`src/cap_cfg.svh`:
```
// Constants of the argument and data decoder for complex instructions.
// Assumes a 16-bit instruction word stream and an AXI4-Lite register bus.
`ifndef CAP_CFG_SVH
`define CAP_CFG_SVH

// ----------------------------------------------------------------
// Argument layout
// ----------------------------------------------------------------
`define CAP_ARG_COUNT      16
`define CAP_ARG_TOTAL      36
// Word count per argument, nibble n is argument n
`define CAP_ARG_LEN_TABLE  64'h211c_1122_1422_2111
`define CAP_ARG_LEN_W      4

// ----------------------------------------------------------------
// Instruction word fields
// ----------------------------------------------------------------
`define CAP_OP_KIND_LSB    0
`define CAP_OP_KIND_W      3

// ----------------------------------------------------------------
// Register map, byte addresses
// ----------------------------------------------------------------
`define CAP_REG_CTRL       8'h00
`define CAP_REG_STATUS     8'h04
`define CAP_REG_ARG_SEL    8'h08
`define CAP_REG_ARG_DATA   8'h0c
`define CAP_REG_LAST_FLAGS 8'h10
`define CAP_REG_BYTES_LEFT 8'h14
`define CAP_REG_DONE_COUNT 8'h18
`define CAP_CTRL_ENABLE    0
`define CAP_CTRL_ABORT     1
`define CAP_CTRL_RESET     1'h1
`define CAP_RESP_OKAY      2'h0
`define CAP_RESP_SLVERR    2'h2

`endif

```
`src/cap_pkg.sv`:
```
// Types and helper functions of the argument and data decoder.
// Assumes cap_cfg.svh is on the include path.
`include "cap_cfg.svh"

package cap_pkg;

  // ----------------------------------------------------------------
  // Enumerations
  // ----------------------------------------------------------------
  typedef enum logic [2:0] {
    CAP_K_NONE   = 3'b000,
    CAP_K_IMAGE  = 3'b001,
    CAP_K_RASTER = 3'b010,
    CAP_K_TEXT   = 3'b011,
    CAP_K_PLOT   = 3'b100,
    CAP_K_COORD  = 3'b101
  } cap_kind_t;

  typedef enum logic [2:0] {
    CAP_S_OP    = 3'b000,
    CAP_S_FLAGS = 3'b001,
    CAP_S_ARG   = 3'b010,
    CAP_S_LEN   = 3'b011,
    CAP_S_DATA  = 3'b100
  } cap_state_t;

  // ----------------------------------------------------------------
  // Carriers
  // ----------------------------------------------------------------
  typedef struct packed {
    cap_kind_t   kind;
    logic [1:0]  nbytes;
    logic [15:0] data;
  } cap_word_t;

  typedef struct packed {
    cap_kind_t   kind;
    logic [31:0] data;
  } cap_item_t;

  // ----------------------------------------------------------------
  // Argument table lookups
  // ----------------------------------------------------------------
  function automatic logic [3:0] cap_arg_len(input logic [3:0] idx);
    logic [63:0] t;
    t = `CAP_ARG_LEN_TABLE;
    return t[{idx, 2'b00} +: `CAP_ARG_LEN_W];
  endfunction

  function automatic logic [5:0] cap_arg_base(input logic [3:0] idx);
    logic [5:0] s;
    s = 6'h00;
    for (int i = 0; i < `CAP_ARG_COUNT; i++) begin
      if (i < int'(idx)) begin
        s = s + {2'h0, cap_arg_len(4'(i))};
      end
    end
    return s;
  endfunction

  function automatic cap_kind_t cap_decode_kind(input logic [2:0] code);
    cap_kind_t k;
    case (code)
      3'h1:    k = CAP_K_IMAGE;
      3'h2:    k = CAP_K_RASTER;
      3'h3:    k = CAP_K_TEXT;
      3'h4:    k = CAP_K_PLOT;
      3'h5:    k = CAP_K_COORD;
      default: k = CAP_K_NONE;
    endcase
    return k;
  endfunction

endpackage

```
`src/cap_arg_mem.sv`:
```
// Argument word store: one write port, one read port with registered data.
// Assumes a single clock; contents are not reset.
`timescale 1ns/1ps
`default_nettype none

module cap_arg_mem #(
  parameter int WIDTH = 16,
  parameter int DEPTH = 36,
  parameter int AW    = 6
) (
  input  wire logic             aclk,
  input  wire logic             we,
  input  wire logic [AW-1:0]    waddr,
  input  wire logic [WIDTH-1:0] wdata,
  input  wire logic [AW-1:0]    raddr,
  output logic      [WIDTH-1:0] rdata
);

  logic [WIDTH-1:0] mem [DEPTH];

  if (DEPTH > (1 << AW) || DEPTH < 1) begin : g_bad_depth
    $error("cap_arg_mem: DEPTH does not fit AW");
  end

  // ----------------------------------------------------------------
  // Write and registered read
  // ----------------------------------------------------------------
  always_ff @(posedge aclk) begin
    if (we && (int'(waddr) < DEPTH)) begin
      mem[waddr] <= wdata;
    end
  end

  always_ff @(posedge aclk) begin
    if (int'(raddr) < DEPTH) begin
      rdata <= mem[raddr];
    end else begin
      rdata <= '0;
    end
  end

endmodule

`default_nettype wire

```
`src/cap_data_split.sv`:
```
// Splits data words into pixel, raster, text, plot or coordinate items.
// Assumes words arrive high byte first; the item sink may stall.
`timescale 1ns/1ps
`default_nettype none

module cap_data_split
  import cap_pkg::*;
(
  input  wire logic      aclk,
  input  wire logic      aresetn,
  input  wire cap_word_t in_word,
  input  wire logic      in_valid,
  output logic           in_ready,
  input  wire logic      flush,
  output cap_item_t      out_item,
  output logic           out_valid,
  input  wire logic      out_ready
);

  logic        room;
  logic        take;
  logic        busy;
  logic [15:0] sbuf;
  logic [1:0]  bleft;
  logic [2:0]  bitn;
  cap_kind_t   bkind;
  logic [15:0] half;
  logic        have_half;
  logic        emit;
  logic [15:0] pad_word;

  assign room     = !out_valid || out_ready;
  assign in_ready = !busy && room;
  assign take     = in_valid && in_ready;
  assign emit     = busy && room;
  assign pad_word = (in_word.nbytes == 2'h1) ?
                    {in_word.data[15:8], 8'h00} : in_word.data;

  // ----------------------------------------------------------------
  // Output register
  // ----------------------------------------------------------------
  always_ff @(posedge aclk) begin
    if (!aresetn) begin
      out_valid <= 1'b0;
      out_item  <= '0;
    end else if (take) begin
      case (in_word.kind)
        CAP_K_IMAGE, CAP_K_PLOT: begin
          out_item  <= {in_word.kind, 16'h0000, pad_word};
          out_valid <= 1'b1;
        end
        CAP_K_COORD: begin
          if (have_half) begin
            out_item  <= {in_word.kind, half, pad_word};
            out_valid <= 1'b1;
          end else begin
            out_valid <= 1'b0;
          end
        end
        default: begin
          out_valid <= 1'b0;
        end
      endcase
    end else if (emit) begin
      out_valid <= 1'b1;
      if (bkind == CAP_K_TEXT) begin
        out_item <= {bkind, 24'h000000, sbuf[15:8]};
      end else begin
        out_item <= {bkind, 31'h00000000, sbuf[15]};
      end
    end else if (out_ready) begin
      out_valid <= 1'b0;
    end
  end

  // ----------------------------------------------------------------
  // Byte and bit engine for text and raster
  // ----------------------------------------------------------------
  always_ff @(posedge aclk) begin
    if (!aresetn) begin
      busy  <= 1'b0;
      sbuf  <= 16'h0000;
      bleft <= 2'h0;
      bitn  <= 3'h0;
      bkind <= CAP_K_NONE;
    end else if (take) begin
      busy  <= (in_word.kind == CAP_K_TEXT) ||
               (in_word.kind == CAP_K_RASTER);
      sbuf  <= in_word.data;
      bleft <= in_word.nbytes;
      bitn  <= 3'h0;
      bkind <= in_word.kind;
    end else if (emit) begin
      if (bkind == CAP_K_TEXT) begin
        sbuf  <= {sbuf[7:0], 8'h00};
        bleft <= bleft - 2'h1;
        busy  <= (bleft != 2'h1);
      end else begin
        sbuf <= {sbuf[14:0], 1'b0};
        bitn <= bitn + 3'h1;
        if (bitn == 3'h7) begin
          bleft <= bleft - 2'h1;
          busy  <= (bleft != 2'h1);
        end
      end
    end
  end

  // ----------------------------------------------------------------
  // First half of a coordinate pair
  // ----------------------------------------------------------------
  always_ff @(posedge aclk) begin
    if (!aresetn) begin
      half      <= 16'h0000;
      have_half <= 1'b0;
    end else if (take && in_word.kind == CAP_K_COORD) begin
      half      <= pad_word;
      have_half <= !have_half;
    end else if (flush) begin
      have_half <= 1'b0;
    end
  end

endmodule

`default_nettype wire

```
`src/cap_top.sv`:
```
// Complex instruction argument and data decoder with AXI4-Lite registers.
// Assumes the command word source and item sink share aclk.
`timescale 1ns/1ps
`default_nettype none
`include "cap_cfg.svh"

module cap_top
  import cap_pkg::*;
#(
  parameter int ARG_DEPTH = `CAP_ARG_TOTAL
) (
  input  wire logic        aclk,
  input  wire logic        aresetn,
  input  wire logic [7:0]  s_axi_awaddr,
  input  wire logic [2:0]  s_axi_awprot,
  input  wire logic        s_axi_awvalid,
  output logic             s_axi_awready,
  input  wire logic [31:0] s_axi_wdata,
  input  wire logic [3:0]  s_axi_wstrb,
  input  wire logic        s_axi_wvalid,
  output logic             s_axi_wready,
  output logic [1:0]       s_axi_bresp,
  output logic             s_axi_bvalid,
  input  wire logic        s_axi_bready,
  input  wire logic [7:0]  s_axi_araddr,
  input  wire logic [2:0]  s_axi_arprot,
  input  wire logic        s_axi_arvalid,
  output logic             s_axi_arready,
  output logic [31:0]      s_axi_rdata,
  output logic [1:0]       s_axi_rresp,
  output logic             s_axi_rvalid,
  input  wire logic        s_axi_rready,
  input  wire logic [15:0] cmd_word,
  input  wire logic        cmd_valid,
  output logic             cmd_ready,
  output cap_item_t        item,
  output logic             item_valid,
  input  wire logic        item_ready,
  output logic             instr_done
);

  if (ARG_DEPTH < `CAP_ARG_TOTAL || ARG_DEPTH > 64) begin : g_bad_depth
    $error("cap_top: ARG_DEPTH cannot hold the argument words");
  end

  cap_state_t  state;
  cap_kind_t   kind;
  logic [15:0] pend;
  logic [3:0]  wcnt;
  logic [15:0] left;
  logic [15:0] last_flags;
  logic [15:0] done_count;
  logic        enable;
  logic        abort;
  logic [5:0]  arg_sel;
  logic [15:0] arg_q;
  logic [3:0]  cur_arg;
  logic [3:0]  cur_len;
  logic        last_word;
  logic [15:0] next_pend;
  logic        take;
  logic        finish;
  logic        word_ready;
  logic        word_valid;
  cap_word_t   word;
  cap_state_t  after_args;
  logic        mem_we;
  logic [5:0]  mem_waddr;

  // ----------------------------------------------------------------
  // Argument selection
  // ----------------------------------------------------------------
  always_comb begin
    cur_arg = 4'h0;
    for (int i = `CAP_ARG_COUNT - 1; i >= 0; i--) begin
      if (pend[i]) begin
        cur_arg = 4'(i);
      end
    end
  end

  // Word counts per argument
  // and
  assign cur_len    = cap_arg_len(cur_arg);
  assign last_word  = (wcnt == cur_len - 4'h1);
  assign next_pend  = pend & ~(16'h0001 << cur_arg);
  assign after_args = (kind == CAP_K_NONE) ? CAP_S_OP : CAP_S_LEN;

  assign cmd_ready  = enable && ((state != CAP_S_DATA) || word_ready);
  assign take       = cmd_valid && cmd_ready;
  assign word_valid = cmd_valid && enable && (state == CAP_S_DATA);
  assign word.kind  = kind;
  assign word.nbytes = (left > 16'h0001) ? 2'h2 : 2'h1;
  assign word.data  = cmd_word;

  // Only flagged arguments are written; the rest keep their words
  assign mem_we    = take && (state == CAP_S_ARG);
  assign mem_waddr = cap_arg_base(cur_arg) + {2'h0, wcnt};

  always_comb begin
    finish = 1'b0;
    if (take) begin
      case (state)
        CAP_S_FLAGS: finish = (cmd_word == 16'h0000) &&
                              (kind == CAP_K_NONE);
        CAP_S_ARG:   finish = last_word && (next_pend == 16'h0000) &&
                              (kind == CAP_K_NONE);
        CAP_S_LEN:   finish = (cmd_word == 16'h0000);
        CAP_S_DATA:  finish = (left <= 16'h0002);
        default:     finish = 1'b0;
      endcase
    end
  end

  // ----------------------------------------------------------------
  // Instruction sequencer
  // ----------------------------------------------------------------
  always_ff @(posedge aclk) begin
    if (!aresetn) begin
      state      <= CAP_S_OP;
      kind       <= CAP_K_NONE;
      pend       <= 16'h0000;
      wcnt       <= 4'h0;
      left       <= 16'h0000;
      last_flags <= 16'h0000;
    end else if (abort) begin
      state <= CAP_S_OP;
      pend  <= 16'h0000;
      wcnt  <= 4'h0;
      left  <= 16'h0000;
    end else if (take) begin
      case (state)
        CAP_S_OP: begin
          kind  <= cap_decode_kind(
                     cmd_word[`CAP_OP_KIND_LSB +: `CAP_OP_KIND_W]);
          state <= CAP_S_FLAGS;
        end
        CAP_S_FLAGS: begin
          pend       <= cmd_word;
          last_flags <= cmd_word;
          wcnt       <= 4'h0;
          state      <= (cmd_word != 16'h0000) ? CAP_S_ARG : after_args;
        end
        CAP_S_ARG: begin
          if (last_word) begin
            wcnt <= 4'h0;
            pend <= next_pend;
            if (next_pend == 16'h0000) begin
              state <= after_args;
            end
          end else begin
            wcnt <= wcnt + 4'h1;
          end
        end
        CAP_S_LEN: begin
          left  <= cmd_word;
          state <= (cmd_word == 16'h0000) ? CAP_S_OP : CAP_S_DATA;
        end
        CAP_S_DATA: begin
          left <= left - {14'h0000, word.nbytes};
          if (left <= 16'h0002) begin
            state <= CAP_S_OP;
          end
        end
        default: begin
          state <= CAP_S_OP;
        end
      endcase
    end
  end

  always_ff @(posedge aclk) begin
    if (!aresetn) begin
      instr_done <= 1'b0;
      done_count <= 16'h0000;
    end else begin
      instr_done <= finish && !abort;
      if (finish && !abort) begin
        done_count <= done_count + 16'h0001;
      end
    end
  end

  // ----------------------------------------------------------------
  // Argument store and data splitter
  // ----------------------------------------------------------------
  cap_arg_mem #(
    .WIDTH (16),
    .DEPTH (ARG_DEPTH),
    .AW    (6)
  ) u_mem (
    .aclk  (aclk),
    .we    (mem_we),
    .waddr (mem_waddr),
    .wdata (cmd_word),
    .raddr (arg_sel),
    .rdata (arg_q)
  );

  cap_data_split u_split (
    .aclk      (aclk),
    .aresetn   (aresetn),
    .in_word   (word),
    .in_valid  (word_valid),
    .in_ready  (word_ready),
    .flush     (instr_done),
    .out_item  (item),
    .out_valid (item_valid),
    .out_ready (item_ready)
  );

  // ----------------------------------------------------------------
  // AXI4-Lite write path
  // ----------------------------------------------------------------
  logic        aw_hold;
  logic        w_hold;
  logic [7:0]  aw_addr;
  logic [31:0] w_data;
  logic [3:0]  w_strb;
  logic        do_write;

  assign s_axi_awready = !aw_hold && !s_axi_bvalid;
  assign s_axi_wready  = !w_hold && !s_axi_bvalid;
  assign do_write      = aw_hold && w_hold && !s_axi_bvalid;

  always_ff @(posedge aclk) begin
    if (!aresetn) begin
      aw_hold      <= 1'b0;
      w_hold       <= 1'b0;
      aw_addr      <= 8'h00;
      w_data       <= 32'h00000000;
      w_strb       <= 4'h0;
      s_axi_bvalid <= 1'b0;
      s_axi_bresp  <= `CAP_RESP_OKAY;
    end else begin
      if (s_axi_awvalid && s_axi_awready) begin
        aw_hold <= 1'b1;
        aw_addr <= s_axi_awaddr;
      end
      if (s_axi_wvalid && s_axi_wready) begin
        w_hold <= 1'b1;
        w_data <= s_axi_wdata;
        w_strb <= s_axi_wstrb;
      end
      if (do_write) begin
        aw_hold      <= 1'b0;
        w_hold       <= 1'b0;
        s_axi_bvalid <= 1'b1;
        case (aw_addr)
          `CAP_REG_CTRL, `CAP_REG_ARG_SEL, `CAP_REG_STATUS,
          `CAP_REG_ARG_DATA, `CAP_REG_LAST_FLAGS, `CAP_REG_BYTES_LEFT,
          `CAP_REG_DONE_COUNT: s_axi_bresp <= `CAP_RESP_OKAY;
          default:             s_axi_bresp <= `CAP_RESP_SLVERR;
        endcase
      end else if (s_axi_bready) begin
        s_axi_bvalid <= 1'b0;
      end
    end
  end

  always_ff @(posedge aclk) begin
    if (!aresetn) begin
      enable  <= `CAP_CTRL_RESET;
      abort   <= 1'b0;
      arg_sel <= 6'h00;
    end else begin
      abort <= 1'b0;
      if (do_write && w_strb[0]) begin
        if (aw_addr == `CAP_REG_CTRL) begin
          enable <= w_data[`CAP_CTRL_ENABLE];
          abort  <= w_data[`CAP_CTRL_ABORT];
        end
        if (aw_addr == `CAP_REG_ARG_SEL) begin
          arg_sel <= w_data[5:0];
        end
      end
    end
  end

  // ----------------------------------------------------------------
  // AXI4-Lite read path
  // ----------------------------------------------------------------
  logic       ar_pend;
  logic [7:0] ar_addr;

  assign s_axi_arready = !ar_pend && !s_axi_rvalid;

  always_ff @(posedge aclk) begin
    if (!aresetn) begin
      ar_pend      <= 1'b0;
      ar_addr      <= 8'h00;
      s_axi_rvalid <= 1'b0;
      s_axi_rdata  <= 32'h00000000;
      s_axi_rresp  <= `CAP_RESP_OKAY;
    end else if (s_axi_arvalid && s_axi_arready) begin
      ar_pend <= 1'b1;
      ar_addr <= s_axi_araddr;
    end else if (ar_pend) begin
      ar_pend      <= 1'b0;
      s_axi_rvalid <= 1'b1;
      s_axi_rresp  <= `CAP_RESP_OKAY;
      case (ar_addr)
        `CAP_REG_CTRL:       s_axi_rdata <= {31'h0, enable};
        `CAP_REG_STATUS:     s_axi_rdata <= {27'h0, item_valid,
                                             (state != CAP_S_OP), state};
        `CAP_REG_ARG_SEL:    s_axi_rdata <= {26'h0, arg_sel};
        `CAP_REG_ARG_DATA:   s_axi_rdata <= {16'h0, arg_q};
        `CAP_REG_LAST_FLAGS: s_axi_rdata <= {16'h0, last_flags};
        `CAP_REG_BYTES_LEFT: s_axi_rdata <= {16'h0, left};
        `CAP_REG_DONE_COUNT: s_axi_rdata <= {16'h0, done_count};
        default: begin
          s_axi_rdata <= 32'h00000000;
          s_axi_rresp <= `CAP_RESP_SLVERR;
        end
      endcase
    end else if (s_axi_rready) begin
      s_axi_rvalid <= 1'b0;
    end
  end

endmodule

`default_nettype wire

```
`config.mk`:
```
export PLATFORM = sky130hd
export DESIGN_NAME = cap_top
export DESIGN_NICKNAME = d
export VERILOG_FILES = /design/src/cap_pkg.sv /design/src/cap_arg_mem.sv /design/src/cap_data_split.sv /design/src/cap_top.sv
export VERILOG_INCLUDE_DIRS = /design/src /design/src/src
export SDC_FILE = /design/constraint.sdc
export NUM_CORES = 1
export LEC_CHECK = 0
export ABC_AREA = 1
export CAP_MARGIN = 20
export CORE_ASPECT_RATIO = 0.8
export CORE_MARGIN = 4
export CORE_UTILIZATION = 35
export DETAILED_ROUTE_END_ITERATION = 10
export DONT_BUFFER_PORTS = 1
export SLEW_MARGIN = 20
export SYNTH_ARGS = -nofsm -noshare
export SYNTH_HDL_FRONTEND = slang
export SYNTH_SLANG_ARGS = --single-unit
export TNS_END_PERCENT = 10
```
`constraint.sdc`:
```
create_clock -name aclk -period 9.9 [get_ports aclk]
set_input_delay 1.485 -clock aclk [delete_from_list [all_inputs] [get_ports aclk]]
set_output_delay 1.485 -clock aclk [all_outputs]
set_load 0.005 [all_outputs]
```
==> results of run 1 <==
==> final cells by class <==
| cell class | count | area [sq um] | share of cell area, % |
|---|---|---|---|
| Inverter | 263 | 998.5 | 2.585 |
| Timing Repair Buffer | 57 | 444.2 | 1.150 |
| Multi-Input combinational cell | 2141 | 11250 | 29.12 |
| Sequential cell | 799 | 21770 | 56.37 |
| Clock inverter | 33 | 305.3 | 0.7905 |
| Tap cell | 1312 | 1642 | 4.250 |
| Clock buffer | 108 | 2212 | 5.728 |
==> worst max path at each step <==
stage                               start                    endpoint  slack, ps  cells after the start
finish              pend[15]$_SDFFE_PP0P_  u_mem.mem[16][8]$_DFFE_PP_       1000                     57
global route        pend[15]$_SDFFE_PP0P_  u_mem.mem[19][1]$_DFFE_PP_         50                     57
CTS                 pend[15]$_SDFFE_PP0P_  u_mem.mem[19][1]$_DFFE_PP_        990                     57
detailed placement  pend[15]$_SDFFE_PP0P_  u_mem.mem[19][7]$_DFFE_PP_       1010                     57
global placement    pend[15]$_SDFFE_PP0P_  u_mem.mem[19][7]$_DFFE_PP_       1120                     57
floorplan           pend[15]$_SDFFE_PP0P_   u_mem.mem[0][0]$_DFFE_PP_       1940                     56
==> flip-flops by register name, indices dropped and copies added (netlist names), 3 cells and up <==
| name | count |
|---|---|
| u_mem.rdata | 16 |
| u_mem.mem | 576 |
| arg_sel | 6 |
| s_axi_rdata | 16 |
| u_split.out_item | 35 |
| pend | 16 |
| aw_addr | 8 |
| ar_addr | 8 |
| last_flags | 16 |
| u_split.half | 16 |
| done_count | 16 |
| w_data | 6 |
| kind | 3 |
| state | 3 |
| u_split.bitn | 3 |
| wcnt | 4 |
| left | 16 |
| u_split.sbuf | 16 |
| u_split.bkind | 3 |
==> stage by stage <==
step	std cells	utilization [%]
6_report	4713	39.17
5_1_grt	4713	39.17
4_1_cts	4713	39.15
3_5_place_dp	4572	36.60
3_3_place_gp	4572	36.60
2_1_floorplan	3408	-
==> per-layer routing <==
layer | part of all wire, % | wire length, um | track usage, % | up-vias
li1 | - | - | - | 11990
met1 | 45 | 45070 | 27.64 | 12310
met2 | 43 | 43150 | 27.43 | 1116
met3 | 9.5 | 9489 | 3.699 | 128
met4 | 1.9 | 1913 | 4.397 | 0
met5 | 0 | 0 | 0 | -
==> power groups by stage <==
stage,registers [mW],logic [mW],clock network (mW)
finish,4.06,7.08,2.96
global route,4.08,8.04,3.16
CTS,4.06,7.07,3.02
detailed placement,4.13,7.03,0
global placement,4.12,6.92,0
floorplan,4.10,5.64,0
==> kinds of logic (layout without fill, tap and decap cells) <==
kind of cell	after synthesis	after routing	synth area share (%)
AND/OR/NAND/NOR	1140	1140	14.64
buffers and inverters	468	461	5.317
XOR/XNOR	17	17	0.4287
flip-flops	799	799	62.65
other	1	18	0.01080
adder cells (fa/ha/maj)	32	32	1.196
AO/OA/AOI/OAI	934	934	15.76
==> what timing repair did <==
action                                  CTS  global route
endpoints found under the setup margin    0             6
hold buffers                              0             0
gates resized for setup                   0             1
==> critical path: cells and delay by family (launching register included) <==
kind / cells / cell delay [ps]
buffers and inverters: 12 / 1190
flip-flops: 1 / 380
adder cells (fa/ha/maj): 7 / 1890
AND/OR/NAND/NOR: 30 / 3760
AO/OA/AOI/OAI: 8 / 1350
==> Yosys cell counts, types with 9 or more instances <==
| master | n |
|---|---|
| a211oi_1 | 33 |
| a21oi_1 | 174 |
| a31oi_1 | 14 |
| buf_1 | 9 |
| buf_4 | 18 |
| clkbuf_1 | 175 |
| clkinv_1 | 9 |
| dfxtp_1 | 223 |
| edfxtp_1 | 576 |
| ha_1 | 30 |
| inv_1 | 242 |
| inv_2 | 12 |
| nand2_1 | 340 |
| nand2_2 | 35 |
| nand2_4 | 11 |
| nand3_1 | 118 |
| nand3_2 | 20 |
| nand4_1 | 31 |
| nor2_1 | 513 |
| nor2_2 | 9 |
| nor3_1 | 26 |
| nor4_1 | 9 |
| o211ai_1 | 23 |
| o21ai_0 | 459 |
| o221ai_1 | 78 |
| o22ai_1 | 87 |
| xor2_1 | 13 |
==> impl_metrics.env, run 1 <==
export IMPL_clock_latency_ps=650
export IMPL_dp_final_hpwl_um=59650
export IMPL_track_usage_pct=18.45
export IMPL_share_of_cells_above_drive_strength_1_pct=8.821
export IMPL_antenna_found_initial=2
export IMPL_outcome="finished, final reports clean"
export IMPL_cts_root_buf="clkbuf_16"
export IMPL_core_sq_um=98590
export IMPL_drt_iter0_markers=2953
export IMPL_final_setup_viol_count=0
export IMPL_place_worst_setup_slack_ps=1011
export IMPL_num_antenna_cells=0
export IMPL_tritoncts_clock_tree="yes"
export IMPL_dieArea_sq_um=104400
export IMPL_p_switching_mw=6.330
export IMPL_main_flop_type_after_synthesis="edfxtp_1"
export IMPL_library_cell_with_the_largest_summed_area_after_synthesis="edfxtp_1"
export IMPL_setup_tns_final_ps=0
export IMPL_layout_worst_path_cycle_share_pct=89.92
export IMPL_cp_max_fo=16
export IMPL_fin_worst_skew_ps=37.01
export IMPL_max_slew_headroom_pct=25.48
export IMPL_synth_area_sq_um=34730
export IMPL_layout_min_cycle_time_ps=8902
export IMPL_drc=0
export IMPL_timing_reg2reg_setup_slack_ps=1000
export IMPL_routed_wl_um=99630
export IMPL_ant_nets=0
export IMPL_synth_top_cell_area_share_pct=49.80
export IMPL_clk_pin_slew_ps=60
export IMPL_critPathLaunchType="flop"
export IMPL_timing_fmax_mhz=112.3
export IMPL_synth_top_cells_by_area="edfxtp_1 50%, dfxtp_1 13%, o21ai_0 6.6%"
export IMPL_postCtsSetupRepairBufs=0
export IMPL_yosysSeqAreaShare_pct=62.65
export IMPL_worstReg2RegStart="pend[15]$_SDFFE_PP0P_"
export IMPL_layout_commonest_cell="edfxtp_1"
export IMPL_worst_ir_drop_vdd_mv=0.3984
export IMPL_finalWeightedCongestion=0.8860
export IMPL_rsz0062_at_grt="false"
export IMPL_rows=103
export IMPL_timing_hold_worst_class="reg -> reg"
export IMPL_regToRegEndpoint="u_mem.mem[16][8]$_DFFE_PP_"
export IMPL_drt_pre_antenna_iters=6
export IMPL_min_delay_worst_endpoint="last_flags[2]$_SDFFE_PN0P_"
export IMPL_via_per_inst=5.419
export IMPL_wl_per_cell_um=21.14
export IMPL_die_width_um=360.2
export IMPL_die_height_um=289.8
export IMPL_design_final_nets=3456
export IMPL_final_cell_area_sq_um=38620
export IMPL_initial_utilization_pct=35.23
export IMPL_max_cap_violations=0
export IMPL_worstPathRequired_ps=10210
export IMPL_pwr_share_comb_pct=50.2
export IMPL_commonest_non_fill_non_tap_cells_in_the_layout="576 x edfxtp_1, 504 x nor2_1, 459 x o21ai_0, 340 x nand2_1, 241 x inv_1"
export IMPL_holdWs_ps=453.5
export IMPL_power_mw=14.10
export IMPL_residual_overflow_from_global_routing=0
export IMPL_htree_num_levels=3
export IMPL_synth_seq_cells=799
export IMPL_whs_path_depth=2
export IMPL_cts_sink_count=799
export IMPL_netlist_instances=3391
export IMPL_crit_slowest_cell="dfxtp_1"
export IMPL_crit_path_end_kind="flop"
export IMPL_report_final_slew_viol_count=0
export IMPL_num_vias=25540
export IMPL_count_of_endpoints_failing_hold_in_the_final_timing_report=0
export IMPL_logic_depth_of_the_worst_register_to_register_path=57
export IMPL_holdCritStartpoint="last_flags[2]$_SDFFE_PN0P_"
export IMPL_power_density_cell_area_nw_per_um2=365.2
export IMPL_async_reset_ff_share_pct=0
export IMPL_synth_edff_count=576
export IMPL_postPlaceCellArea_sq_um=36080
export IMPL_grt_pass1_wl_um=147800
export IMPL_setup_slack_ps=998.2
export IMPL_critical_path_class="reg -> reg"
export IMPL_fill_cells=9575
export IMPL_cts_made_buffers=79
export IMPL_buffer_ports_inserted=0
export IMPL_grt_pass1_vias=22940
export IMPL_boundary_pins=162
export IMPL_clock_path_buffers=3
export IMPL_actual_transition_at_the_worst_max_transition_pin_ps=1090
export IMPL_grt_max_degree=182
export IMPL_power_clock_fraction_pct=21.0
export IMPL_ys_types=65
export IMPL_share_seq_of_total_power_pct=28.8
export IMPL_swShare_pct=44.88
export IMPL_average_cell_area_after_synthesis_sq_um=10.24
export IMPL_area_growth_pct=11.19
export IMPL_critical_path_max_stage_delay_ps=380
export IMPL_internal_power_mw=7.774
export IMPL_total_leakage_power_nw=13.38
export IMPL_data_arrival_time_of_the_critical_path_ps=9210
export IMPL_synth_warning_count=0
Power figures use the tool's default switching activity.
==> run 2, diff against run 1 <==
--- a/config.mk
+++ b/config.mk
@@ -16,5 +16,6 @@
 export SLEW_MARGIN = 20
 export SYNTH_ARGS = -nofsm -noshare
 export SYNTH_HDL_FRONTEND = slang
+export SYNTH_HIERARCHICAL = 1
 export SYNTH_SLANG_ARGS = --single-unit
 export TNS_END_PERCENT = 10
==> constraint.sdc (replaced) <==
create_clock -name aclk -period 9.9 [get_ports aclk]
set_input_delay 1.485 -clock aclk [delete_from_list [all_inputs] [get_ports aclk]]
set_output_delay 1.485 -clock aclk [all_outputs]
set_load 0.05 [all_outputs]
==> impl_metrics.env, run 2 <==
export IMPL_htree_num_levels=3
export IMPL_synth_seq_cells=799
export IMPL_drt_iter0_markers=2637
export IMPL_timing_fmax_mhz=111.8
export IMPL_critical_path_max_stage_delay_ps=380
export IMPL_synth_edff_count=576
export IMPL_fraction_of_synthesized_cell_area_in_xor_and_xnor_cells_pct=0.4846
export IMPL_synth_cells_most_frequent="1062 x nand2_1, 576 x edfxtp_1, 483 x nor2_1, 293 x nand3_1, 264 x inv_1"
export IMPL_async_reset_ff_share_pct=0
export IMPL_postPlaceCellArea_sq_um=37350
export IMPL_data_arrival_time_of_the_critical_path_ps=9270
export IMPL_clock_path_buffers=3
export IMPL_boundary_pins=162
export IMPL_worstPathRequired_ps=10220
export IMPL_outcome="finished, final reports clean"
export IMPL_timing_hold_worst_class="reg -> reg"
export IMPL_initial_utilization_pct=35.28
export IMPL_actual_transition_at_the_worst_max_transition_pin_ps=998.8
export IMPL_post_synth_and_or_nand_nor_area_fraction_pct=23.58
export IMPL_holdWs_ps=461.3
export IMPL_netlist_instances=3915
export IMPL_synth_top_cell_area_share_pct=47.85
export IMPL_min_delay_worst_endpoint="u_split/half[2]$_SDFFE_PN0P_"
export IMPL_cts_sink_count=799
export IMPL_met2_length_um=43590
export IMPL_residual_overflow_from_global_routing=0
export IMPL_routed_wl_um=97590
export IMPL_topRoutingLayerUsed="met4"
export IMPL_clock_latency_ps=660
export IMPL_yosysSeqAreaShare_pct=60.20
export IMPL_core_sq_um=102500
export IMPL_grt_pass1_vias=24890
export IMPL_antenna_found_initial=6
export IMPL_holdCritStartpoint="u_split/half[2]$_SDFFE_PN0P_"
export IMPL_finalWeightedCongestion=0.8671
export IMPL_die_width_um=367.3
export IMPL_compound_cell_area_share_of_the_yosys_netlist_pct=8.570
export IMPL_cp_max_fo=16
export IMPL_number_of_flip_flops_under_the_largest_register_name=576
export IMPL_ys_types=62
export IMPL_layout_min_cycle_time_ps=8947
export IMPL_rows=105
export IMPL_ant_nets=0
export IMPL_synth_warning_count=6
export IMPL_synth_top_cells_by_area="edfxtp_1 48%, dfxtp_1 12%, nand2_1 11%"
export IMPL_dp_final_hpwl_um=60380
export IMPL_whs_path_depth=2
export IMPL_dieArea_sq_um=108500
export IMPL_power_density_cell_area_nw_per_um2=353.3
export IMPL_regToRegEndpoint="u_mem/mem[21][13]$_DFFE_PP_"
export IMPL_wl_per_cell_um=18.44
export IMPL_max_slew_headroom_pct=31.69
export IMPL_share_of_cells_above_drive_strength_1_pct=8.017
export IMPL_cts_made_buffers=86
export IMPL_met1_length_um=44840
export IMPL_fin_worst_skew_ps=27.32
export IMPL_commonest_non_fill_non_tap_cells_in_the_layout="1062 x nand2_1, 576 x edfxtp_1, 481 x nor2_1, 293 x nand3_1, 264 x inv_1"
export IMPL_cpMostUsedCell="nand2_1"
export IMPL_timing_reg2reg_setup_slack_ps=950
export IMPL_count_of_endpoints_failing_hold_in_the_final_timing_report=0
export IMPL_main_flop_type_after_synthesis="edfxtp_1"
export IMPL_area_growth_pct=11.74
export IMPL_total_leakage_power_nw=15.50
export IMPL_layout_worst_path_cycle_share_pct=90.38
export IMPL_grt_pass1_wl_um=148900
export IMPL_top_regs="u_mem/mem: 576 flops, u_split/out_item: 35 flops"
export IMPL_multiInputGateArea_sq_um=12330
export IMPL_design_final_nets=4000
export IMPL_synth_mux_area_share_pct=0
export IMPL_synth_most_common_cell="nand2_1"
export IMPL_buffer_ports_inserted=0
export IMPL_final_cell_area_sq_um=40390
export IMPL_via_per_inst=5.046
export IMPL_routed_wl_met3_um=6826
export IMPL_track_usage_pct=17.51
export IMPL_clk_pin_slew_ps=60
export IMPL_layout_commonest_cell="nand2_1"
export IMPL_tritoncts_clock_tree="yes"
export IMPL_grt_max_degree=127
export IMPL_max_cap_violations=0
export IMPL_report_final_slew_viol_count=0
export IMPL_final_seq_area_sq_um=21770
export IMPL_synth_adder_area_share_pct=1.149
export IMPL_critPathLaunchType="flop"
export IMPL_library_cell_with_the_largest_summed_area_after_synthesis="edfxtp_1"
export IMPL_die_height_um=295.5
export IMPL_average_cell_area_after_synthesis_sq_um=9.234
export IMPL_setup_tns_final_ps=0
export IMPL_critical_path_class="reg -> reg"
export IMPL_worstReg2RegStart="pend[15]$_SDFFE_PP0P_"
export IMPL_fill_cells=10040
export IMPL_synth_area_sq_um=36150
export IMPL_num_vias=26710
export IMPL_crit_path_end_kind="flop"
export IMPL_crit_slowest_cell="dfxtp_1"
export IMPL_logic_depth_of_the_worst_register_to_register_path=60
export IMPL_synth_top_family_by_area="simple AND/OR/NAND/NOR gates"
export IMPL_worst_ir_drop_vdd_mv=0.5154
export IMPL_cts_root_buf="clkbuf_16"
export IMPL_final_setup_viol_count=0
export IMPL_drc=0
export IMPL_largest_register="u_mem/mem"
export IMPL_rsz0062_at_grt="false"
export IMPL_drt_pre_antenna_iters=6
-- run 2: where the power goes --
group	internal (mW)	leakage, nW	switching, mW
logic	2.05	7.06	4.74
clock network	2.00	1.45	1.37
registers	3.93	6.99	0.188
-- run 2: cell type report --
| class | instances | area share, % |
|---|---|---|
| Multi-Input combinational cell | 2638 | 30.53 |
| Sequential cell | 799 | 53.89 |
| Tap cell | 1337 | 4.141 |
| Clock inverter | 58 | 1.800 |
| Antenna cell | 2 | 0.01239 |
| Clock buffer | 99 | 5.557 |
| Inverter | 295 | 2.797 |
| Timing Repair Buffer | 65 | 1.276 |
-- run 2: worst max-delay path, delay by kind of cell (launching register included) --
| family | cells | cell delay [ps] |
|---|---|---|
| and+or+nand+nor | 31 | 3760 |
| DFF | 1 | 380 |
| xor gates and xnor gates | 1 | 150 |
| AOI/OAI and AO/OA | 8 | 1240 |
| adders and majority gates | 7 | 1880 |
| buffers and inverters | 13 | 1170 |
-- run 2: metal layers --
metal	up-vias	global-route usage [%]
met5	-	0
met4	0	5.129
met3	143	3.404
met2	791	27.13
met1	12720	25.01
li1	13050	-
-- run 2: repair_timing --
| action | CTS | global route |
|---|---|---|
| gates resized for setup | 0 | 6 |
| hold buffers | 0 | 0 |
| endpoints found under the setup margin | 0 | 562 |
| setup buffers | 0 | 4 |
-- run 2: per-stage QoR --
stage	setup slack [ps]	utilization [%]	power (mW)	instances
detailed placement	949.2	36.45	10.88	5130
CTS	926.5	39.35	14.29	5287
finish	952.6	39.42	14.27	5293
floorplan	1700	-	9.429	3932
global placement	994.5	36.45	10.74	5130
global route	14.82	39.42	15.46	5292
-- run 2: how the worst max path moves through the flow --
| stage | from | end | slack (ps) |
|---|---|---|---|
| 2_1_floorplan | pend[15]$_SDFFE_PP0P_ | u_mem/mem[0][0]$_DFFE_PP_ | 1700 |
| 3_3_place_gp | pend[15]$_SDFFE_PP0P_ | u_mem/mem[0][0]$_DFFE_PP_ | 990 |
| 3_5_place_dp | pend[15]$_SDFFE_PP0P_ | u_mem/mem[35][13]$_DFFE_PP_ | 950 |
| 4_1_cts | pend[15]$_SDFFE_PP0P_ | u_mem/mem[35][12]$_DFFE_PP_ | 930 |
| 5_1_grt | pend[15]$_SDFFE_PP0P_ | u_mem/mem[25][12]$_DFFE_PP_ | 10 |
| 6_report | pend[15]$_SDFFE_PP0P_ | u_mem/mem[21][13]$_DFFE_PP_ | 950 |
-- run 2: cells by family after synthesis --
logic type / after synthesis
other cells: 1
simple gates: 2012
fa+ha+maj: 32
buf+inv: 495
compound gates: 556
flops: 799
xor+xnor: 20
